**config.mk**
```make
export PLATFORM = sky130hd
export DESIGN_NAME = atf_task_file
export DESIGN_NICKNAME = d
export VERILOG_FILES = /design/src/atf_fifo.v /design/src/atf_sync2.v /design/src/atf_task_file.v
export VERILOG_INCLUDE_DIRS = /design/src
export SDC_FILE = /design/constraint.sdc
export NUM_CORES = 1
export LEC_CHECK = 0
export BUFFER_PORTS_ARGS = -buffer_cell sky130_fd_sc_hd__buf_2
export CORE_MARGIN = 2
export CORE_UTILIZATION = 35
export DETAILED_ROUTE_END_ITERATION = 10
export PLACE_DENSITY_LB_ADDON = 0.08
export SYNTH_ARGS = -nofsm -noshare
export SYNTH_HDL_FRONTEND = slang
export SYNTH_SLANG_ARGS = --single-unit
```
**constraint.sdc**
```tcl
create_clock -name clk_sys_i -period 2.85 [get_ports clk_sys_i]
set_clock_uncertainty 0.1 [all_clocks]
set_input_delay 0.1425 -clock clk_sys_i [delete_from_list [all_inputs] [get_ports clk_sys_i]]
set_output_delay 0.1425 -clock clk_sys_i [all_outputs]
set_load 0.02 [all_outputs]
```
**src/atf_regs.vh**
```
// Offsets, bit positions, reset values and sizes of the task-file bank
`ifndef ATF_REGS_VH
`define ATF_REGS_VH
// Command block offsets, selected by the command select
`define ATF_OFF_DATA 3'h0
`define ATF_OFF_ERR_FEAT 3'h1
`define ATF_OFF_SECCNT 3'h2
`define ATF_OFF_SECNUM 3'h3
`define ATF_OFF_CYL_LO 3'h4
`define ATF_OFF_CYL_HI 3'h5
`define ATF_OFF_DRVHEAD 3'h6
// Control block offset of the drive address readback
`define ATF_OFF_DRVADDR 3'h7
// Drive/head register fields
`define ATF_DH_LBA 6
`define ATF_DH_DRV 4
`define ATF_DH_HEAD_HI 3
`define ATF_DH_HEAD_LO 0
// Drive address readback fields
`define ATF_DA_RSVD 7
`define ATF_DA_WRITE_N 6
`define ATF_DA_HEAD_HI 5
`define ATF_DA_HEAD_LO 2
`define ATF_DA_DRV1_N 1
`define ATF_DA_DRV0_N 0
// Reset values
`define ATF_RST_BYTE 8'h00
`define ATF_RST_WORD 16'h0000
`define ATF_RST_DRVHEAD 8'hA0
`define ATF_RST_SECCNT 8'h01
// Sector count of zero stands for this many sectors
`define ATF_FULL_SECCNT 9'h100
// Output enables for no lane, one byte lane or both lanes, and for the readback lanes
`define ATF_OE_NONE 16'h0000
`define ATF_OE_LO 16'h00FF
`define ATF_OE_HI 16'hFF00
`define ATF_OE_WORD 16'hFFFF
`define ATF_OE_DRVADDR 16'h007F
// Positions of the pins in the synchroniser bundle and its idle value
`define ATF_PIN_CMD_SEL 24
`define ATF_PIN_CTL_SEL 23
`define ATF_PIN_ADDR_HI 22
`define ATF_PIN_ADDR_LO 20
`define ATF_PIN_LO_EN 19
`define ATF_PIN_HI_EN 18
`define ATF_PIN_RD 17
`define ATF_PIN_WR 16
`define ATF_PIN_DATA_HI 15
`define ATF_PIN_IDLE 25'h18F_0000
// Synchroniser and buffer sizes
`define ATF_SYNC_W 25
`define ATF_FIFO_DEPTH 16
`define ATF_FIFO_AW 4
`define ATF_WORD_W 16
`endif

```
**src/atf_fifo.v**
```verilog
// Sector data FIFO with registered full and empty flags
`timescale 1ns/1ps
module atf_fifo #(
   parameter WIDTH = 16,
   parameter DEPTH = 16,
   parameter AW = 4
) (
   input wire clk_sys_i,
   input wire rst_i,
   input wire [WIDTH-1:0] in_data_i,
   input wire in_valid_i,
   output reg in_ready_o,
   output wire [WIDTH-1:0] out_data_o,
   output reg out_valid_o,
   input wire out_ready_i
);
   reg [WIDTH-1:0] mem [0:DEPTH-1];
   reg [AW-1:0] wr_ptr;
   reg [AW-1:0] rd_ptr;
   reg [AW:0] count;
   wire push;
   wire pop;
   reg [AW:0] next_count;

   assign push = in_valid_i & in_ready_o;
   assign pop = out_ready_i & out_valid_o;
   assign out_data_o = mem[rd_ptr];

   // Occupancy after this cycle
   always @* begin
      next_count = count;
      if (push & ~pop) begin
         next_count = count + 1'b1;
      end else if (pop & ~push) begin
         next_count = count - 1'b1;
      end
   end

   // Storage write
   always @(posedge clk_sys_i) begin
      if (push) begin
         mem[wr_ptr] <= in_data_i;
      end
   end

   // Pointers and flags
   always @(posedge clk_sys_i) begin
      if (rst_i) begin
         wr_ptr <= {AW{1'b0}};
         rd_ptr <= {AW{1'b0}};
         count <= {(AW+1){1'b0}};
         in_ready_o <= 1'b1;
         out_valid_o <= 1'b0;
      end else begin
         if (push) begin
            wr_ptr <= wr_ptr + 1'b1;
         end
         if (pop) begin
            rd_ptr <= rd_ptr + 1'b1;
         end
         count <= next_count;
         in_ready_o <= (next_count != DEPTH[AW:0]);
         out_valid_o <= (next_count != {(AW+1){1'b0}});
      end
   end
endmodule

```
**src/atf_sync2.v**
```verilog
// Two-stage synchroniser for a group of pin inputs
`timescale 1ns/1ps
module atf_sync2 #(
   parameter WIDTH = 8,
   parameter [WIDTH-1:0] RESET_VAL = {WIDTH{1'b0}}
) (
   input wire clk_sys_i,
   input wire rst_i,
   input wire [WIDTH-1:0] async_i,
   output reg [WIDTH-1:0] sync_o
);
   reg [WIDTH-1:0] meta;

   // First stage is read only by the second stage
   always @(posedge clk_sys_i) begin
      if (rst_i) begin
         meta <= RESET_VAL;
         sync_o <= RESET_VAL;
      end else begin
         meta <= async_i;
         sync_o <= meta;
      end
   end
endmodule

```
**src/atf_task_file.v**
```verilog
// Task-file register bank with data port, address registers and drive address readback
`timescale 1ns/1ps
`include "atf_regs.vh"
// What this block does
// RQ1: Readback bit 6 is low while a media write is in progress.
// RQ2: Readback bits 5..2 are inverted head select bits 3..0.
// RQ3: Readback bit 1 is low when drive 1 is active and selected.
// RQ4: Readback bit 0 is low when drive 0 is active and selected.
// RQ5: Sixteen-bit data port moves sector buffer words to and from host.
// RQ6: Offset zero is data, error on reads, feature on writes by enables.
// RQ7: Offset zero write, high enable only, loads feature from D15-D8.
// RQ8: Sector count zero requests 256 sectors.
// RQ9: Successful command completion leaves sector count at zero.
// RQ10: Failed command leaves remaining sector count in the register.
// RQ11: Sector number holds start sector or address bits 7-0.
// RQ12: Cylinder low holds cylinder low byte or address bits 15-8.
// RQ13: Cylinder high holds cylinder high byte or address bits 23-16.
// RQ14: Optional mode ignores accesses at the drive address location.
// RQ15: Host adapter should decode only command and control block addresses.
// RQ16: Host must not rely on readback when that location is undecoded.
// RQ17: Logical address bits 27-24 come from the head select bits.
// RQ18: Readback bit 7 is reserved and never driven.
// RQ19: Sector count decrements once per fully transferred sector.
module atf_task_file #(
   parameter FIFO_DEPTH = `ATF_FIFO_DEPTH,
   parameter FIFO_AW = `ATF_FIFO_AW,
   parameter WORD_W = `ATF_WORD_W
) (
   input wire clk_sys_i,
   input wire rst_i,
   // Host pins
   input wire cmd_sel_n_i,
   input wire ctl_sel_n_i,
   input wire [2:0] addr_i,
   input wire low_byte_card_enable_n_i,
   input wire high_byte_card_enable_n_i,
   input wire rd_n_i,
   input wire wr_n_i,
   input wire [15:0] data_i,
   output reg [15:0] data_o,
   output reg [15:0] data_oe_o,

   // Configuration
   input wire drive_id_i,
   input wire ignore_drive_addr_i,

   // Media engine status
   input wire write_busy_i,
   input wire [7:0] error_bits_i,
   input wire sector_done_i,
   input wire cmd_done_i,
   input wire cmd_ok_i,

   // Media read data into the sector buffer
   input wire [WORD_W-1:0] media_rd_data_i,
   input wire media_rd_valid_i,
   output wire media_rd_ready_o,

   // Host write data toward the media
   output reg [WORD_W-1:0] media_wr_data_o,
   output reg media_wr_valid_o,
   input wire media_wr_ready_i,

   // Task-file contents toward the engine
   output reg [7:0] feature_select_o,
   output reg [7:0] transfer_sector_count_o,
   output reg [8:0] sectors_requested_o,
   output reg [27:0] logical_block_address_o,
   output reg [3:0] head_select_bits_o,
   output reg lba_mode_o,
   output reg drive_bit_o
);

   // Synchronised pins
   wire [`ATF_SYNC_W-1:0] pins_s;
   wire cmd_sel_s;
   wire ctl_sel_s;
   wire [2:0] addr_s;
   wire lo_en_s;
   wire hi_en_s;
   wire rd_s;
   wire wr_s;
   wire [15:0] wdata_s;

   // Strobe history and edges
   reg rd_d;
   reg wr_d;
   wire rd_fall;
   wire rd_rise;
   wire wr_rise;

   // Register bank
   reg [7:0] start_sector_number;
   reg [7:0] cylinder_low_byte;
   reg [7:0] cylinder_high_byte;
   reg [7:0] drive_head;
   reg [7:0] next_seccnt;

   // Access decode
   wire cmd_hit;
   wire da_hit;
   wire dev_selected;
   wire [7:0] drive_address_readback;
   wire [3:0] head_bits;
   reg rd_is_data;

   // Host access strobes
   wire host_wr;
   wire seccnt_wr;
   wire media_word_wr;
   wire host_rd;
   wire da_rd;

   // Sector buffer read side
   wire [WORD_W-1:0] fifo_data;
   wire fifo_valid;
   wire fifo_pop;

   atf_sync2 #(
      .WIDTH(`ATF_SYNC_W),
      .RESET_VAL(`ATF_PIN_IDLE)
   ) u_sync (
      .clk_sys_i(clk_sys_i),
      .rst_i(rst_i),
      .async_i({cmd_sel_n_i, ctl_sel_n_i, addr_i, low_byte_card_enable_n_i,
                high_byte_card_enable_n_i, rd_n_i, wr_n_i, data_i}),
      .sync_o(pins_s)
   );

   // Unpack synchronised pins, turning selects, enables and strobes active-high
   assign cmd_sel_s = ~pins_s[`ATF_PIN_CMD_SEL];
   assign ctl_sel_s = ~pins_s[`ATF_PIN_CTL_SEL];
   assign addr_s = pins_s[`ATF_PIN_ADDR_HI:`ATF_PIN_ADDR_LO];
   assign lo_en_s = ~pins_s[`ATF_PIN_LO_EN];
   assign hi_en_s = ~pins_s[`ATF_PIN_HI_EN];
   assign rd_s = ~pins_s[`ATF_PIN_RD];
   assign wr_s = ~pins_s[`ATF_PIN_WR];
   assign wdata_s = pins_s[`ATF_PIN_DATA_HI:0];

   // Strobe edge history
   always @(posedge clk_sys_i) begin
      if (rst_i) begin
         rd_d <= 1'b0;
         wr_d <= 1'b0;
      end else begin
         rd_d <= rd_s;
         wr_d <= wr_s;
      end
   end

   assign rd_fall = rd_s & ~rd_d;
   assign rd_rise = ~rd_s & rd_d;
   assign wr_rise = ~wr_s & wr_d;

   // Command block and drive address decode
   assign cmd_hit = cmd_sel_s & ~ctl_sel_s;
   assign da_hit = ctl_sel_s & ~cmd_sel_s & (addr_s == `ATF_OFF_DRVADDR)
                   & ~ignore_drive_addr_i; // RQ14
   assign dev_selected = (drive_head[`ATF_DH_DRV] == drive_id_i);
   assign head_bits = drive_head[`ATF_DH_HEAD_HI:`ATF_DH_HEAD_LO];

   // Strobes for each kind of host access, taken on synchronised edges
   assign host_wr = wr_rise & cmd_hit;
   assign seccnt_wr = host_wr & (addr_s == `ATF_OFF_SECCNT) & lo_en_s;
   assign media_word_wr = host_wr & (addr_s == `ATF_OFF_DATA) & lo_en_s;
   assign host_rd = rd_fall & cmd_hit;
   assign da_rd = rd_fall & da_hit;

   // Drive address readback, bit 7 left reserved
   assign drive_address_readback[`ATF_DA_RSVD] = 1'b0; // RQ18
   assign drive_address_readback[`ATF_DA_WRITE_N] = ~write_busy_i; // RQ1
   assign drive_address_readback[`ATF_DA_HEAD_HI:`ATF_DA_HEAD_LO] =
      ~head_bits; // RQ2
   assign drive_address_readback[`ATF_DA_DRV1_N] =
      ~(dev_selected & drive_id_i); // RQ3
   assign drive_address_readback[`ATF_DA_DRV0_N] =
      ~(dev_selected & ~drive_id_i); // RQ4

   // Sector count: host load, per-sector decrement, completion clear
   always @* begin
      next_seccnt = transfer_sector_count_o;
      if (cmd_done_i & cmd_ok_i) begin
         next_seccnt = `ATF_RST_BYTE; // RQ9
      end else if (sector_done_i) begin
         next_seccnt = transfer_sector_count_o - 8'h01; // RQ19
      end else if (seccnt_wr) begin
         next_seccnt = wdata_s[7:0];
      end
      // A failed completion keeps the remaining count as it stands
      // RQ10
   end

   // Host writes into the address and feature registers
   always @(posedge clk_sys_i) begin
      if (rst_i) begin
         feature_select_o <= `ATF_RST_BYTE;
         transfer_sector_count_o <= `ATF_RST_SECCNT;
         start_sector_number <= `ATF_RST_SECCNT;
         cylinder_low_byte <= `ATF_RST_BYTE;
         cylinder_high_byte <= `ATF_RST_BYTE;
         drive_head <= `ATF_RST_DRVHEAD;
      end else begin
         transfer_sector_count_o <= next_seccnt;
         if (host_wr) begin
            case (addr_s)
               `ATF_OFF_DATA: begin
                  if (hi_en_s & ~lo_en_s) begin
                     feature_select_o <= wdata_s[15:8]; // RQ7
                  end
               end
               `ATF_OFF_ERR_FEAT: begin
                  if (lo_en_s) begin
                     feature_select_o <= wdata_s[7:0]; // RQ6
                  end
               end
               `ATF_OFF_SECNUM: begin
                  if (lo_en_s) begin
                     start_sector_number <= wdata_s[7:0]; // RQ11
                  end
               end
               `ATF_OFF_CYL_LO: begin
                  if (lo_en_s) begin
                     cylinder_low_byte <= wdata_s[7:0]; // RQ12
                  end
               end
               `ATF_OFF_CYL_HI: begin
                  if (lo_en_s) begin
                     cylinder_high_byte <= wdata_s[7:0]; // RQ13
                  end
               end
               `ATF_OFF_DRVHEAD: begin
                  if (lo_en_s) begin
                     drive_head <= wdata_s[7:0];
                  end
               end
               default: begin
               end
            endcase
         end
      end
   end

   // Registered views of the bank for the media engine
   always @(posedge clk_sys_i) begin
      if (rst_i) begin
         sectors_requested_o <= {1'b0, `ATF_RST_SECCNT};
         logical_block_address_o <= 28'h000_0000;
         head_select_bits_o <= 4'h0;
         lba_mode_o <= 1'b0;
         drive_bit_o <= 1'b0;
      end else begin
         sectors_requested_o <= (next_seccnt == `ATF_RST_BYTE) ? `ATF_FULL_SECCNT
                                : {1'b0, next_seccnt}; // RQ8
         logical_block_address_o <= {head_bits,
                                     cylinder_high_byte, cylinder_low_byte,
                                     start_sector_number}; // RQ17
         head_select_bits_o <= head_bits;
         lba_mode_o <= drive_head[`ATF_DH_LBA];
         drive_bit_o <= drive_head[`ATF_DH_DRV];
      end
   end

   // Host write data toward the media, held until taken
   always @(posedge clk_sys_i) begin
      if (rst_i) begin
         media_wr_data_o <= `ATF_RST_WORD;
         media_wr_valid_o <= 1'b0;
      end else begin
         if (media_word_wr) begin
            media_wr_data_o <= hi_en_s ? wdata_s : {8'h00, wdata_s[7:0]}; // RQ5
            media_wr_valid_o <= 1'b1;
         end else if (media_wr_ready_i) begin
            media_wr_valid_o <= 1'b0;
         end
      end
   end

   // Sector buffer between media reads and the host data port
   atf_fifo #(
      .WIDTH(WORD_W),
      .DEPTH(FIFO_DEPTH),
      .AW(FIFO_AW)
   ) u_fifo (
      .clk_sys_i(clk_sys_i),
      .rst_i(rst_i),
      .in_data_i(media_rd_data_i),
      .in_valid_i(media_rd_valid_i),
      .in_ready_o(media_rd_ready_o),
      .out_data_o(fifo_data),
      .out_valid_o(fifo_valid),
      .out_ready_i(fifo_pop)
   );

   // A data word leaves the buffer when the host ends its read
   assign fifo_pop = rd_rise & rd_is_data & fifo_valid; // RQ5

   // Read path: drive data at the strobe start, release at its end
   always @(posedge clk_sys_i) begin
      if (rst_i) begin
         data_o <= `ATF_RST_WORD;
         data_oe_o <= `ATF_OE_NONE;
         rd_is_data <= 1'b0;
      end else if (da_rd) begin
         data_o <= {8'h00, drive_address_readback};
         data_oe_o <= `ATF_OE_DRVADDR; // RQ18
      end else if (host_rd) begin
         data_oe_o <= `ATF_OE_LO;
         rd_is_data <= 1'b0;
         case (addr_s)
            `ATF_OFF_DATA: begin
               if (hi_en_s & ~lo_en_s) begin
                  data_o <= {error_bits_i, 8'h00}; // RQ6
                  data_oe_o <= `ATF_OE_HI;
               end else begin
                  data_o <= fifo_valid ? fifo_data : `ATF_RST_WORD;
                  data_oe_o <= hi_en_s ? `ATF_OE_WORD : `ATF_OE_LO;
                  rd_is_data <= lo_en_s;
               end
            end
            `ATF_OFF_ERR_FEAT: begin
               data_o <= {8'h00, error_bits_i}; // RQ6
            end
            `ATF_OFF_SECCNT: begin
               data_o <= {8'h00, transfer_sector_count_o};
            end
            `ATF_OFF_SECNUM: begin
               data_o <= {8'h00, start_sector_number}; // RQ11
            end
            `ATF_OFF_CYL_LO: begin
               data_o <= {8'h00, cylinder_low_byte}; // RQ12
            end
            `ATF_OFF_CYL_HI: begin
               data_o <= {8'h00, cylinder_high_byte}; // RQ13
            end
            `ATF_OFF_DRVHEAD: begin
               data_o <= {8'h00, drive_head};
            end
            default: begin
               data_o <= `ATF_RST_WORD;
               data_oe_o <= `ATF_OE_NONE;
            end
         endcase
      end else if (rd_rise) begin
         data_oe_o <= `ATF_OE_NONE;
         rd_is_data <= 1'b0;
      end
   end
endmodule

```
==> results of run 1 <==
==> kinds of logic (layout without fill, tap and decap cells) <==
family          count (synthesis)  in the layout  synth area share, %
other cells                     0              2                    0
simple gates                  365            365                 11.0
xor+xnor                        9              9                0.457
fa+ha+maj                       8              8                0.580
compound gates                134            134                 5.08
buf+inv                       102            372                 2.90
mux                           128            128                 12.8
flops                         451            451                 67.2
==> report_power, final <==
part           switching, uW  internal, uW  total, uW
clock                   2510          3520       6030
combinational            349           242        591
sequential              71.8          6980       7050
==> synthesized netlist by cell type, types with 12 or more instances <==
| cell | n | area, sq um |
|---|---|---|
| a211oi_1 | 12 | 90.1 |
| nor2b_1 | 80 | 500 |
| buf_4 | 25 | 188 |
| edfxtp_1 | 256 | 7690 |
| or2_2 | 12 | 75.1 |
| nor2_1 | 81 | 304 |
| dfxtp_1 | 195 | 3900 |
| mux4_2 | 73 | 1640 |
| mux2i_1 | 47 | 470 |
| nand2_1 | 99 | 372 |
| nand3_1 | 15 | 75.1 |
| inv_1 | 14 | 52.6 |
| clkbuf_1 | 45 | 169 |
| a21oi_1 | 62 | 310 |
==> flip-flops by register name, summed over array words and instances (netlist names), 3 cells and up, named ones only <==
name / count
cylinder_high_byte: 8
cylinder_low_byte: 8
data_o: 16
data_oe_o: 3
drive_head: 8
feature_select_o: 8
logical_block_address_o: 28
media_wr_data_o: 16
sectors_requested_o: 9
start_sector_number: 8
transfer_sector_count_o: 8
u_fifo.count: 5
u_fifo.mem: 256
u_fifo.rd_ptr: 4
u_fifo.wr_ptr: 4
u_sync.meta: 25
u_sync.sync_o: 25
==> metal layers <==
metal  GRT usage [%]  routed length (um)  vias up
met5               0                   0        -
met4            6.47                1320        0
met3            2.91                1930       75
met2            31.7               23200      237
met1            24.9               21300     5285
li1                -                   -     4901
==> stage by stage <==
stage / hold WS [ps] / setup slack (ps)
after global placement: 230 / 399
final: 84.9 / 442
after detailed placement: 235 / 402
after global routing: 137 / 309
after floorplan: 141 / 79.6
after CTS: 71.2 / 410
==> path summary, 6_finish.rpt <==
path | start | to | slack, ps | cells past startpoint
setup / recovery | flop | data_o[2]$_SDFFE_PP0P_ | 440 | 4
hold / removal | cmd_done_i | sectors_requested_o[6]$_SDFF_PP0_ | 80 | 4
setup reg to reg | flop | data_o[2]$_SDFFE_PP0P_ | 440 | 4
hold reg to reg | u_sync.meta[16]$_SDFF_PP1_ | u_sync.sync_o[16]$_SDFF_PP1_ | 310 | 1
==> placed cells by master (no fill, tap or decap), types with 4 or more instances in the layout <==
| cell | n |
|---|---|
| mux2_2 | 8 |
| a211oi_1 | 12 |
| and2_1 | 8 |
| ha_1 | 8 |
| or3_1 | 5 |
| mux4_2 | 73 |
| nand2b_1 | 8 |
| nand3_1 | 15 |
| mux2i_1 | 47 |
| o22ai_1 | 4 |
| nor4_1 | 5 |
| or2_2 | 12 |
| clkinv_1 | 6 |
| buf_2 | 166 |
| nor2_1 | 81 |
| nand4_1 | 5 |
| clkbuf_16 | 51 |
| nand3b_1 | 8 |
| nor3_2 | 4 |
| a21oi_1 | 62 |
| buf_4 | 44 |
| inv_1 | 14 |
| nand2_1 | 99 |
| nor3_1 | 7 |
| dfxtp_1 | 193 |
| xor2_1 | 6 |
| clkbuf_8 | 6 |
| o21ai_0 | 8 |
| dlygate4sd3_1 | 58 |
| o221ai_1 | 8 |
| a221oi_1 | 8 |
| a221o_1 | 5 |
| a31oi_1 | 9 |
| clkbuf_1 | 16 |
| and3_1 | 5 |
| nor2b_1 | 80 |
| edfxtp_1 | 256 |
| and4_1 | 6 |
==> critical path, cell delays in order (launching register included) <==
cell and delay [ps]:
dfxtp_4 650, mux4_2 560, mux4_2 560, nor2b_1 170, a221o_1 270
==> area by class of cell <==
type,count,area (sq um)
Antenna cell,2,5.00
Clock buffer,73,1420
Clock inverter,14,100
Fill cell,4444,27800
Inverter,14,52.6
Multi-Input combinational cell,644,5180
Sequential cell,451,11600
Tap cell,664,831
Timing Repair Buffer,271,1800
==> repair_timing <==
item                                    in CTS  in global routing
hold endpoints to repair                   304                  0
hold buffers                                58                  0
endpoints found under the setup margin       0                  0
==> flow_metrics.env, run 1 <==
export IMPL_fin_cells=2133
export IMPL_p_per_area_nw_per_um2=651
export IMPL_vdd_drop_max_v=0.000395
export IMPL_required_ps=3220
export IMPL_synth_edf_count=256
export IMPL_cts_root_buf="clkbuf_16"
export IMPL_synth_nets=1264
export IMPL_drive_gt1_share_pct=26.3
export IMPL_drt_wirelength_per_cell_um=22.4
export IMPL_synth_warnings=0
export IMPL_portBuffers=167
export IMPL_cts_tree="built"
export IMPL_worst_pin_slew_ps=985
export IMPL_insertion_delay_ps=580
export IMPL_p_total_uw=13700
export IMPL_area_delta_synth_final_pct=21.6
export IMPL_cts_htree_levels=2
export IMPL_ys_seq_area_share_pct=67.2
export IMPL_critPathKind="flop to flop"
export IMPL_wl_um=47800
export IMPL_startpoint_type="flop"
export IMPL_critPathArrivalTime_ps=2780
export IMPL_die_w_um=226
export IMPL_cts_resized_gates=0
export IMPL_synth_seq_cells=451
export IMPL_netlist_cell_type_count=61
export IMPL_fin_crit_ps=2410
export IMPL_antenna_left=0
export IMPL_first_iter_violations=729
export IMPL_fin_tns_setup_ps=0
export IMPL_dieArea_sq_um=51100
export IMPL_final_util_pct=43.0
export IMPL_setup_viol=0
export IMPL_status="complete, no violations"
export IMPL_syn_area_sq_um=17200
export IMPL_antenna_found_initial=2
export IMPL_initial_utilization_pct=35.4
export IMPL_gp_congestion=0.798
export IMPL_grt_overflow=0
export IMPL_avgSynthCellArea_sq_um=14.4
export IMPL_rsz0062_at_grt="false"
export IMPL_track_usage_pct=18.9
export IMPL_clk_pin_slew_ps=60
export IMPL_post_route_cell_area_sq_um=21000
export IMPL_cts_sinks=451
export IMPL_crit_path_end_kind="flop"
export IMPL_nNetsFinal=1499
export IMPL_first_pass_iters=4
export IMPL_grt_pass1_vias=10500
export IMPL_critPathMaxFanout=22
export IMPL_slew_viol_final=0
export IMPL_dp_cells=1986
export IMPL_post_cts_buffers=0
export IMPL_vias_per_cell=4.92
export IMPL_io_pins=168
export IMPL_dpl_cell_area_sq_um=18900
export IMPL_die_h_um=226
export IMPL_max_cap_violations=0
export IMPL_async_flop_share_pct=0
export IMPL_power_leakage_uw=0.00745
export IMPL_finalHoldViolCount=0
export IMPL_synthCells=1197
export IMPL_relSlewSlack_pct=34.3
export IMPL_remaining_drc_errors=0
export IMPL_timing_final_crit_share_pct=84.5
export IMPL_grt_max_degree=98
export IMPL_max_freq_mhz=415
export IMPL_synth_flop_cell="edfxtp_1"
export IMPL_hp_class="input port to flop"
export IMPL_vias=10500
export IMPL_coreArea_sq_um=48700
export IMPL_clockBufferDepth=3
export IMPL_cts_buffers=50
export IMPL_hpwl_um=31000
export IMPL_rows=81
export IMPL_grt_pass1_wl_um=69700
(Power assumes the default switching activity.)
==> run 2: changes to the inputs <==
==> constraint.sdc (replaced) <==
create_clock -name clk_sys_i -period 2.4 [get_ports clk_sys_i]
set_clock_uncertainty 0.1 [all_clocks]
set_input_delay 0.12 -clock clk_sys_i [delete_from_list [all_inputs] [get_ports clk_sys_i]]
set_output_delay 0.12 -clock clk_sys_i [all_outputs]
set_load 0.02 [all_outputs]
==> run 2 against run 1 <==
Utilization up 0.66 points. Count of clock-buffer cells in the layout down 1. Flip-flop and latch count unchanged. Worst setup slack worse by 340 ps. Hold slack worse by 30 ps. Non-clock buffer count up 20. Largest power group unchanged.
==> flow_metrics.env, run 2 (synthesis gave the netlist of run 1 again) <==
export IMPL_slew_viol_final=0
export IMPL_startpoint_type="flop"
export IMPL_critPathMaxFanout=30
export IMPL_clk_pin_slew_ps=60
export IMPL_worst_pin_slew_ps=699
export IMPL_cts_sinks=451
export IMPL_fin_cells=2150
export IMPL_p_per_area_nw_per_um2=758
export IMPL_timing_final_crit_share_pct=95.6
export IMPL_clockBufferDepth=3
export IMPL_path_cells="buf_4 > nand3_1 > or3_1 > a31oi_1 > o221ai_1"
export IMPL_relSlewSlack_pct=53.3
export IMPL_r2r_start="u_sync.sync_o[20]$_SDFF_PP0_"
export IMPL_required_ps=2730
export IMPL_max_cap_violations=0
export IMPL_initial_utilization_pct=35.4
export IMPL_area_delta_synth_final_pct=23.5
export IMPL_top_layer_used="met5"
export IMPL_hp_class="input port to flop"
export IMPL_insertion_delay_ps=580
export IMPL_vdd_drop_max_v=0.000443
export IMPL_largest_reg_flops=256
export IMPL_hold_path_end="transfer_sector_count_o[6]$_SDFF_PP0_"
export IMPL_io_pins=168
export IMPL_dp_cells=2006
export IMPL_grt_overflow=0
export IMPL_setup_viol=0
export IMPL_hp_start="cmd_ok_i"
export IMPL_fin_crit_ps=2290
export IMPL_vias=10600
export IMPL_mostFrequentLayoutCells="edfxtp_1, dfxtp_1, buf_2"
export IMPL_top_regs="u_fifo.mem (256), logical_block_address_o (28)"
export IMPL_cts_root_buf="clkbuf_16"
export IMPL_coreArea_sq_um=48700
export IMPL_wl_met1_um=20900
export IMPL_crit_slowest_cell="or3_1"
export IMPL_gp_congestion=0.794
export IMPL_die_h_um=226
export IMPL_die_w_um=226
export IMPL_portBuffers=167
export IMPL_critPathKind="flop to flop"
export IMPL_grt_max_degree=157
export IMPL_crit_path_end_kind="flop"
export IMPL_hpwl_um=31400
export IMPL_grt_pass1_wl_um=69900
export IMPL_critPathBufInv=1
export IMPL_rows=81
export IMPL_dieArea_sq_um=51100
export IMPL_rr_worst_depth=5
export IMPL_wl_um=47300
export IMPL_regMostFlops="u_fifo.mem"
export IMPL_cts_htree_levels=2
export IMPL_holdPathStages=4
export IMPL_first_iter_violations=852
export IMPL_first_pass_iters=5
export IMPL_rsz0062_at_grt="false"
export IMPL_post_cts_buffers=0
export IMPL_max_freq_mhz=436
export IMPL_r2r_end="data_o[1]$_SDFFE_PP0P_"
export IMPL_drt_wirelength_per_cell_um=22.0
export IMPL_grt_pass1_vias=10700
export IMPL_met3RoutedLength_um=1830
export IMPL_layout_commonest_cell="edfxtp_1"
export IMPL_vias_per_cell=4.92
export IMPL_critPathTopFamily="simple AND/OR/NAND/NOR gates"
export IMPL_critPathArrivalTime_ps=2630
export IMPL_remaining_drc_errors=0
export IMPL_ff2ff_setup_slack_ps=110
export IMPL_antenna_found_initial=2
export IMPL_cts_tree="built"
export IMPL_fin_tns_setup_ps=0
export IMPL_cts_buffers=47
export IMPL_max_stage_delay_ps=600
export IMPL_critPathLaunch="u_sync.sync_o[20]$_SDFF_PP0_"
export IMPL_antenna_left=0
export IMPL_drive_gt1_share_pct=27.6
export IMPL_finalHoldViolCount=0
export IMPL_nNetsFinal=1516
export IMPL_track_usage_pct=18.8
export IMPL_status="complete, no violations"
export IMPL_met2_length_um=23500
export IMPL_power_leakage_uw=0.00758
run 2: cell types whose count changed in the layout (fill, tap and decap cells not counted), sizes merged:
cell / previous run / this run
clkinv: 9 / 8
diode: 2 / 1
inv: 18 / 16
buf: 213 / 233
clkbuf: 73 / 72
clkinvlp: 0 / 2
run 2: cell type report:
cell class / instances / area [sq um]
repair buffers: 291 / 2150
multi-input cells: 644 / 5180
clock inverters: 13 / 118
well taps: 664 / 831
flip-flops and latches: 451 / 11600
diodes: 1 / 2.50
fillers: 4439 / 27400
inverters: 14 / 52.6
clock buffers: 72 / 1370
run 2: what timing repair did:
item,in CTS,in global routing
hold buffers,58,0
hold endpoints to repair,306,0
resized for setup,0,0
run 2: where the power goes:
| group | switching (uW) | total, uW | internal [uW] |
|---|---|---|---|
| Combinational | 438 | 756 | 317 |
| Sequential | 68.1 | 8350 | 8280 |
| Clock | 2980 | 7040 | 4060 |
run 2: tightest hold or removal path, delay by kind of cell:
kind	cells	cell delay, ps
AND/OR/NAND/NOR	3	490
buffers and inverters	1	70
run 2: per-layer routing:
metal	track usage [%]	vias to the layer above
li1	-	4949
met1	24.5	5322
met2	32.2	227
met3	3.32	72
met4	4.91	2
met5	0	-
run 2: through the flow:
step	power, uW	utilization [%]	setup WS, ps	cell area [sq um]	hold WS, ps
after floorplan	8860	-	53.9	17300	119
after global placement	9200	39.4	119	19200	219
after detailed placement	9210	39.4	109	19200	217
after CTS	16400	43.7	112	21300	18.2
after global routing	16700	43.7	11.8	21300	76.7
final	16100	43.7	106	21300	55.1
run 2: worst max-delay path by stage:
| stage | end | cells past startpoint | slack (ps) |
|---|---|---|---|
| 6_report | data_o[1]$_SDFFE_PP0P_ | 5 | 110 |
| 5_1_grt | data_o[3]$_SDFFE_PP0P_ | 6 | 10 |
| 4_1_cts | data_o[5]$_SDFFE_PP0P_ | 5 | 110 |
| 3_5_place_dp | data_o[3]$_SDFFE_PP0P_ | 5 | 110 |
| 3_3_place_gp | data_o[4]$_SDFFE_PP0P_ | 5 | 120 |
| 2_1_floorplan | u_fifo.mem[7][0]$_DFFE_PP_ | 4 | 50 |
==> run 3: changes to the inputs <==
--- a/config.mk
+++ b/config.mk
@@ -6,9 +6,10 @@
 export SDC_FILE = /design/constraint.sdc
 export NUM_CORES = 1
 export LEC_CHECK = 0
+export ABC_AREA = 1
 export BUFFER_PORTS_ARGS = -buffer_cell sky130_fd_sc_hd__buf_2
 export CORE_MARGIN = 2
-export CORE_UTILIZATION = 35
+export CORE_UTILIZATION = 30
 export DETAILED_ROUTE_END_ITERATION = 10
 export PLACE_DENSITY_LB_ADDON = 0.08
 export SYNTH_ARGS = -nofsm -noshare
==> run 3 against run 2 <==
Worst setup slack gained 190 ps. Non-clock buffer count shrank 4. Highest routed layer is now met4. Total power grew 6.6%. Largest power group unchanged.
==> flow_metrics.env, run 3 <==
export IMPL_drive_gt1_share_pct=17.0
export IMPL_portBuffers=167
export IMPL_diodes=0
export IMPL_grt_max_degree=78
export IMPL_critPathBufInv=2
export IMPL_required_ps=2750
export IMPL_startpoint_type="flop"
export IMPL_insertion_delay_ps=600
export IMPL_antenna_left=0
export IMPL_path_cells="nand2_1 > nor3_2 > inv_2 > nor2_4 > inv_2 > nand2_1 > a21oi_1"
export IMPL_cts_tree="built"
export IMPL_post_cts_buffers=0
export IMPL_largest_reg_flops=256
export IMPL_worst_pin_slew_ps=758
export IMPL_grt_overflow=0
export IMPL_relSlewSlack_pct=49.4
export IMPL_setup_viol=0
export IMPL_regMostFlops="u_fifo.mem"
export IMPL_die_h_um=249
export IMPL_synth_nets=1966
export IMPL_cts_sinks=451
export IMPL_path_depth=7
export IMPL_power_leakage_uw=0.00928
export IMPL_cts_resized_gates=0
export IMPL_synthCells=1899
export IMPL_mostFrequentLayoutCells="nand2_1, edfxtp_1, nand3_1"
export IMPL_critPathArrivalTime_ps=2450
export IMPL_netlist_cell_type_count=41
export IMPL_crit_slowest_cell="nor2_4"
export IMPL_first_iter_violations=1034
export IMPL_fillers=5933
export IMPL_rows=89
export IMPL_holdBufCountCts=66
export IMPL_cts_htree_levels=2
export IMPL_drt_wirelength_per_cell_um=18.3
export IMPL_track_usage_pct=17.5
export IMPL_hp_class="input port to flop"
export IMPL_holdPathStages=4
export IMPL_coreArea_sq_um=59100
export IMPL_synth_warnings=0
export IMPL_clockBufferDepth=3
export IMPL_crit_path_end_kind="flop"
export IMPL_ys_seq_area_share_pct=64.4
export IMPL_synthDominantCellAreaShare_pct=42.7
export IMPL_max_stage_delay_ps=480
export IMPL_vdd_drop_max_v=0.000459
export IMPL_finalHoldViolCount=0
export IMPL_die_w_um=249
export IMPL_io_pins=168
export IMPL_max_cap_violations=0
export IMPL_holdWs_ps=45.8
export IMPL_rsz0062_at_grt="false"
export IMPL_dp_cells=2792
export IMPL_slew_viol_final=0
export IMPL_grt_pass1_wl_um=83100
export IMPL_critPathKind="flop to flop"
export IMPL_nNetsFinal=2206
export IMPL_place_ws_ps=241
export IMPL_critPathTopFamily="simple AND/OR/NAND/NOR gates"
export IMPL_avgSynthCellArea_sq_um=9.48
export IMPL_timing_final_crit_share_pct=87.5
export IMPL_gp_congestion=0.850
export IMPL_area_delta_synth_final_pct=23.6
export IMPL_fin_crit_ps=2100
export IMPL_grt_pass1_vias=13400
export IMPL_synth_seq_cells=451
export IMPL_first_pass_iters=5
export IMPL_fin_cells=2955
export IMPL_synth_edf_count=256
export IMPL_wl_um=54000
export IMPL_synth_commonest_cells="nand2_1, edfxtp_1, nand3_1"
export IMPL_vias_per_cell=4.52
export IMPL_initial_utilization_pct=30.5
export IMPL_status="complete, no violations"
export IMPL_antenna_found_initial=0
export IMPL_p_per_area_nw_per_um2=773
export IMPL_fin_tns_setup_ps=0
export IMPL_synth_most_common_cell="nand2_1"
export IMPL_timing_final_ws_setup_ps=301
export IMPL_synth_flop_cell="edfxtp_1"
export IMPL_cts_buffers=52
export IMPL_vias=13400
export IMPL_layout_commonest_cell="nand2_1"
export IMPL_synth_area_leaders="edfxtp_1, dfxtp_1, nand2_1"
export IMPL_syn_area_sq_um=18000
export IMPL_async_flop_share_pct=0
export IMPL_remaining_drc_errors=0
export IMPL_cts_root_buf="clkbuf_16"
export IMPL_critPathMaxFanout=25
export IMPL_synth_top_cell_by_area="edfxtp_1"
export IMPL_rr_worst_depth=7
export IMPL_max_freq_mhz=476
export IMPL_clk_pin_slew_ps=60
export IMPL_hpwl_um=35400
export IMPL_final_util_pct=37.6
export IMPL_top_regs="u_fifo.mem (256), logical_block_address_o (28)"
export IMPL_dieArea_sq_um=62000
## run 3: worst paths after layout
path                                startpoint                                    end  slack (ps)
setup / recovery  u_sync.sync_o[16]$_SDFF_PP1_       media_wr_data_o[10]$_SDFFE_PP0P_         300
hold / removal                        cmd_ok_i  transfer_sector_count_o[6]$_SDFF_PP0_          50
setup reg to reg  u_sync.sync_o[16]$_SDFF_PP1_       media_wr_data_o[10]$_SDFFE_PP0P_         300
hold reg to reg     u_sync.meta[12]$_SDFF_PP0_           u_sync.sync_o[12]$_SDFF_PP0_         300
## run 3: cells by family after synthesis
kind of cell	count (synthesis)	share of synthesized area, %
AND/OR/NAND/NOR	941	22.3
flip-flops	451	64.4
buffers and inverters	324	7.53
AO/OA/AOI/OAI	169	5.00
adder cells (fa/ha/maj)	8	0.556
XOR/XNOR	6	0.292
## run 3: through the flow
step	power, uW	area [sq um]
2_1_floorplan	8880	18000
3_3_place_gp	9220	19800
3_5_place_dp	9220	19800
4_1_cts	17400	22300
5_1_grt	17800	22300
6_report	17200	22300
## run 3: worst min-delay path, cell delays in order
cell	delay, ps
buf_2	70
nand2_1	220
nand3_1	230
nor2_1	40
## run 3: where the power goes
part / switching, uW / internal (uW) / leakage, uW / total, uW
clock: 3230 / 4860 / 0.000867 / 8090
combinational: 502 / 269 / 0.00451 / 771
sequential: 72.9 / 8290 / 0.00390 / 8360
total: 3800 / 13400 / 0.00928 / 17200
## run 3: layout make-up
| type | count | area, sq um | area share, % |
|---|---|---|---|
| Sequential cell | 451 | 11600 | 52.1 |
| Inverter | 223 | 843 | 3.79 |
| Clock buffer | 65 | 1430 | 6.43 |
| Clock inverter | 32 | 320 | 1.44 |
| Timing Repair Buffer | 287 | 2000 | 9.00 |
| Tap cell | 773 | 967 | 4.34 |
| Multi-Input combinational cell | 1124 | 5100 | 22.9 |
## run 3: per-layer routing
metal / up-vias / GRT usage, % / wire length [um]
li1: 6660 / - / -
met1: 6362 / 24.2 / 25700
met2: 278 / 28.4 / 25000
met3: 62 / 2.81 / 2300
met4: 0 / 4.40 / 992
met5: - / 0 / 0
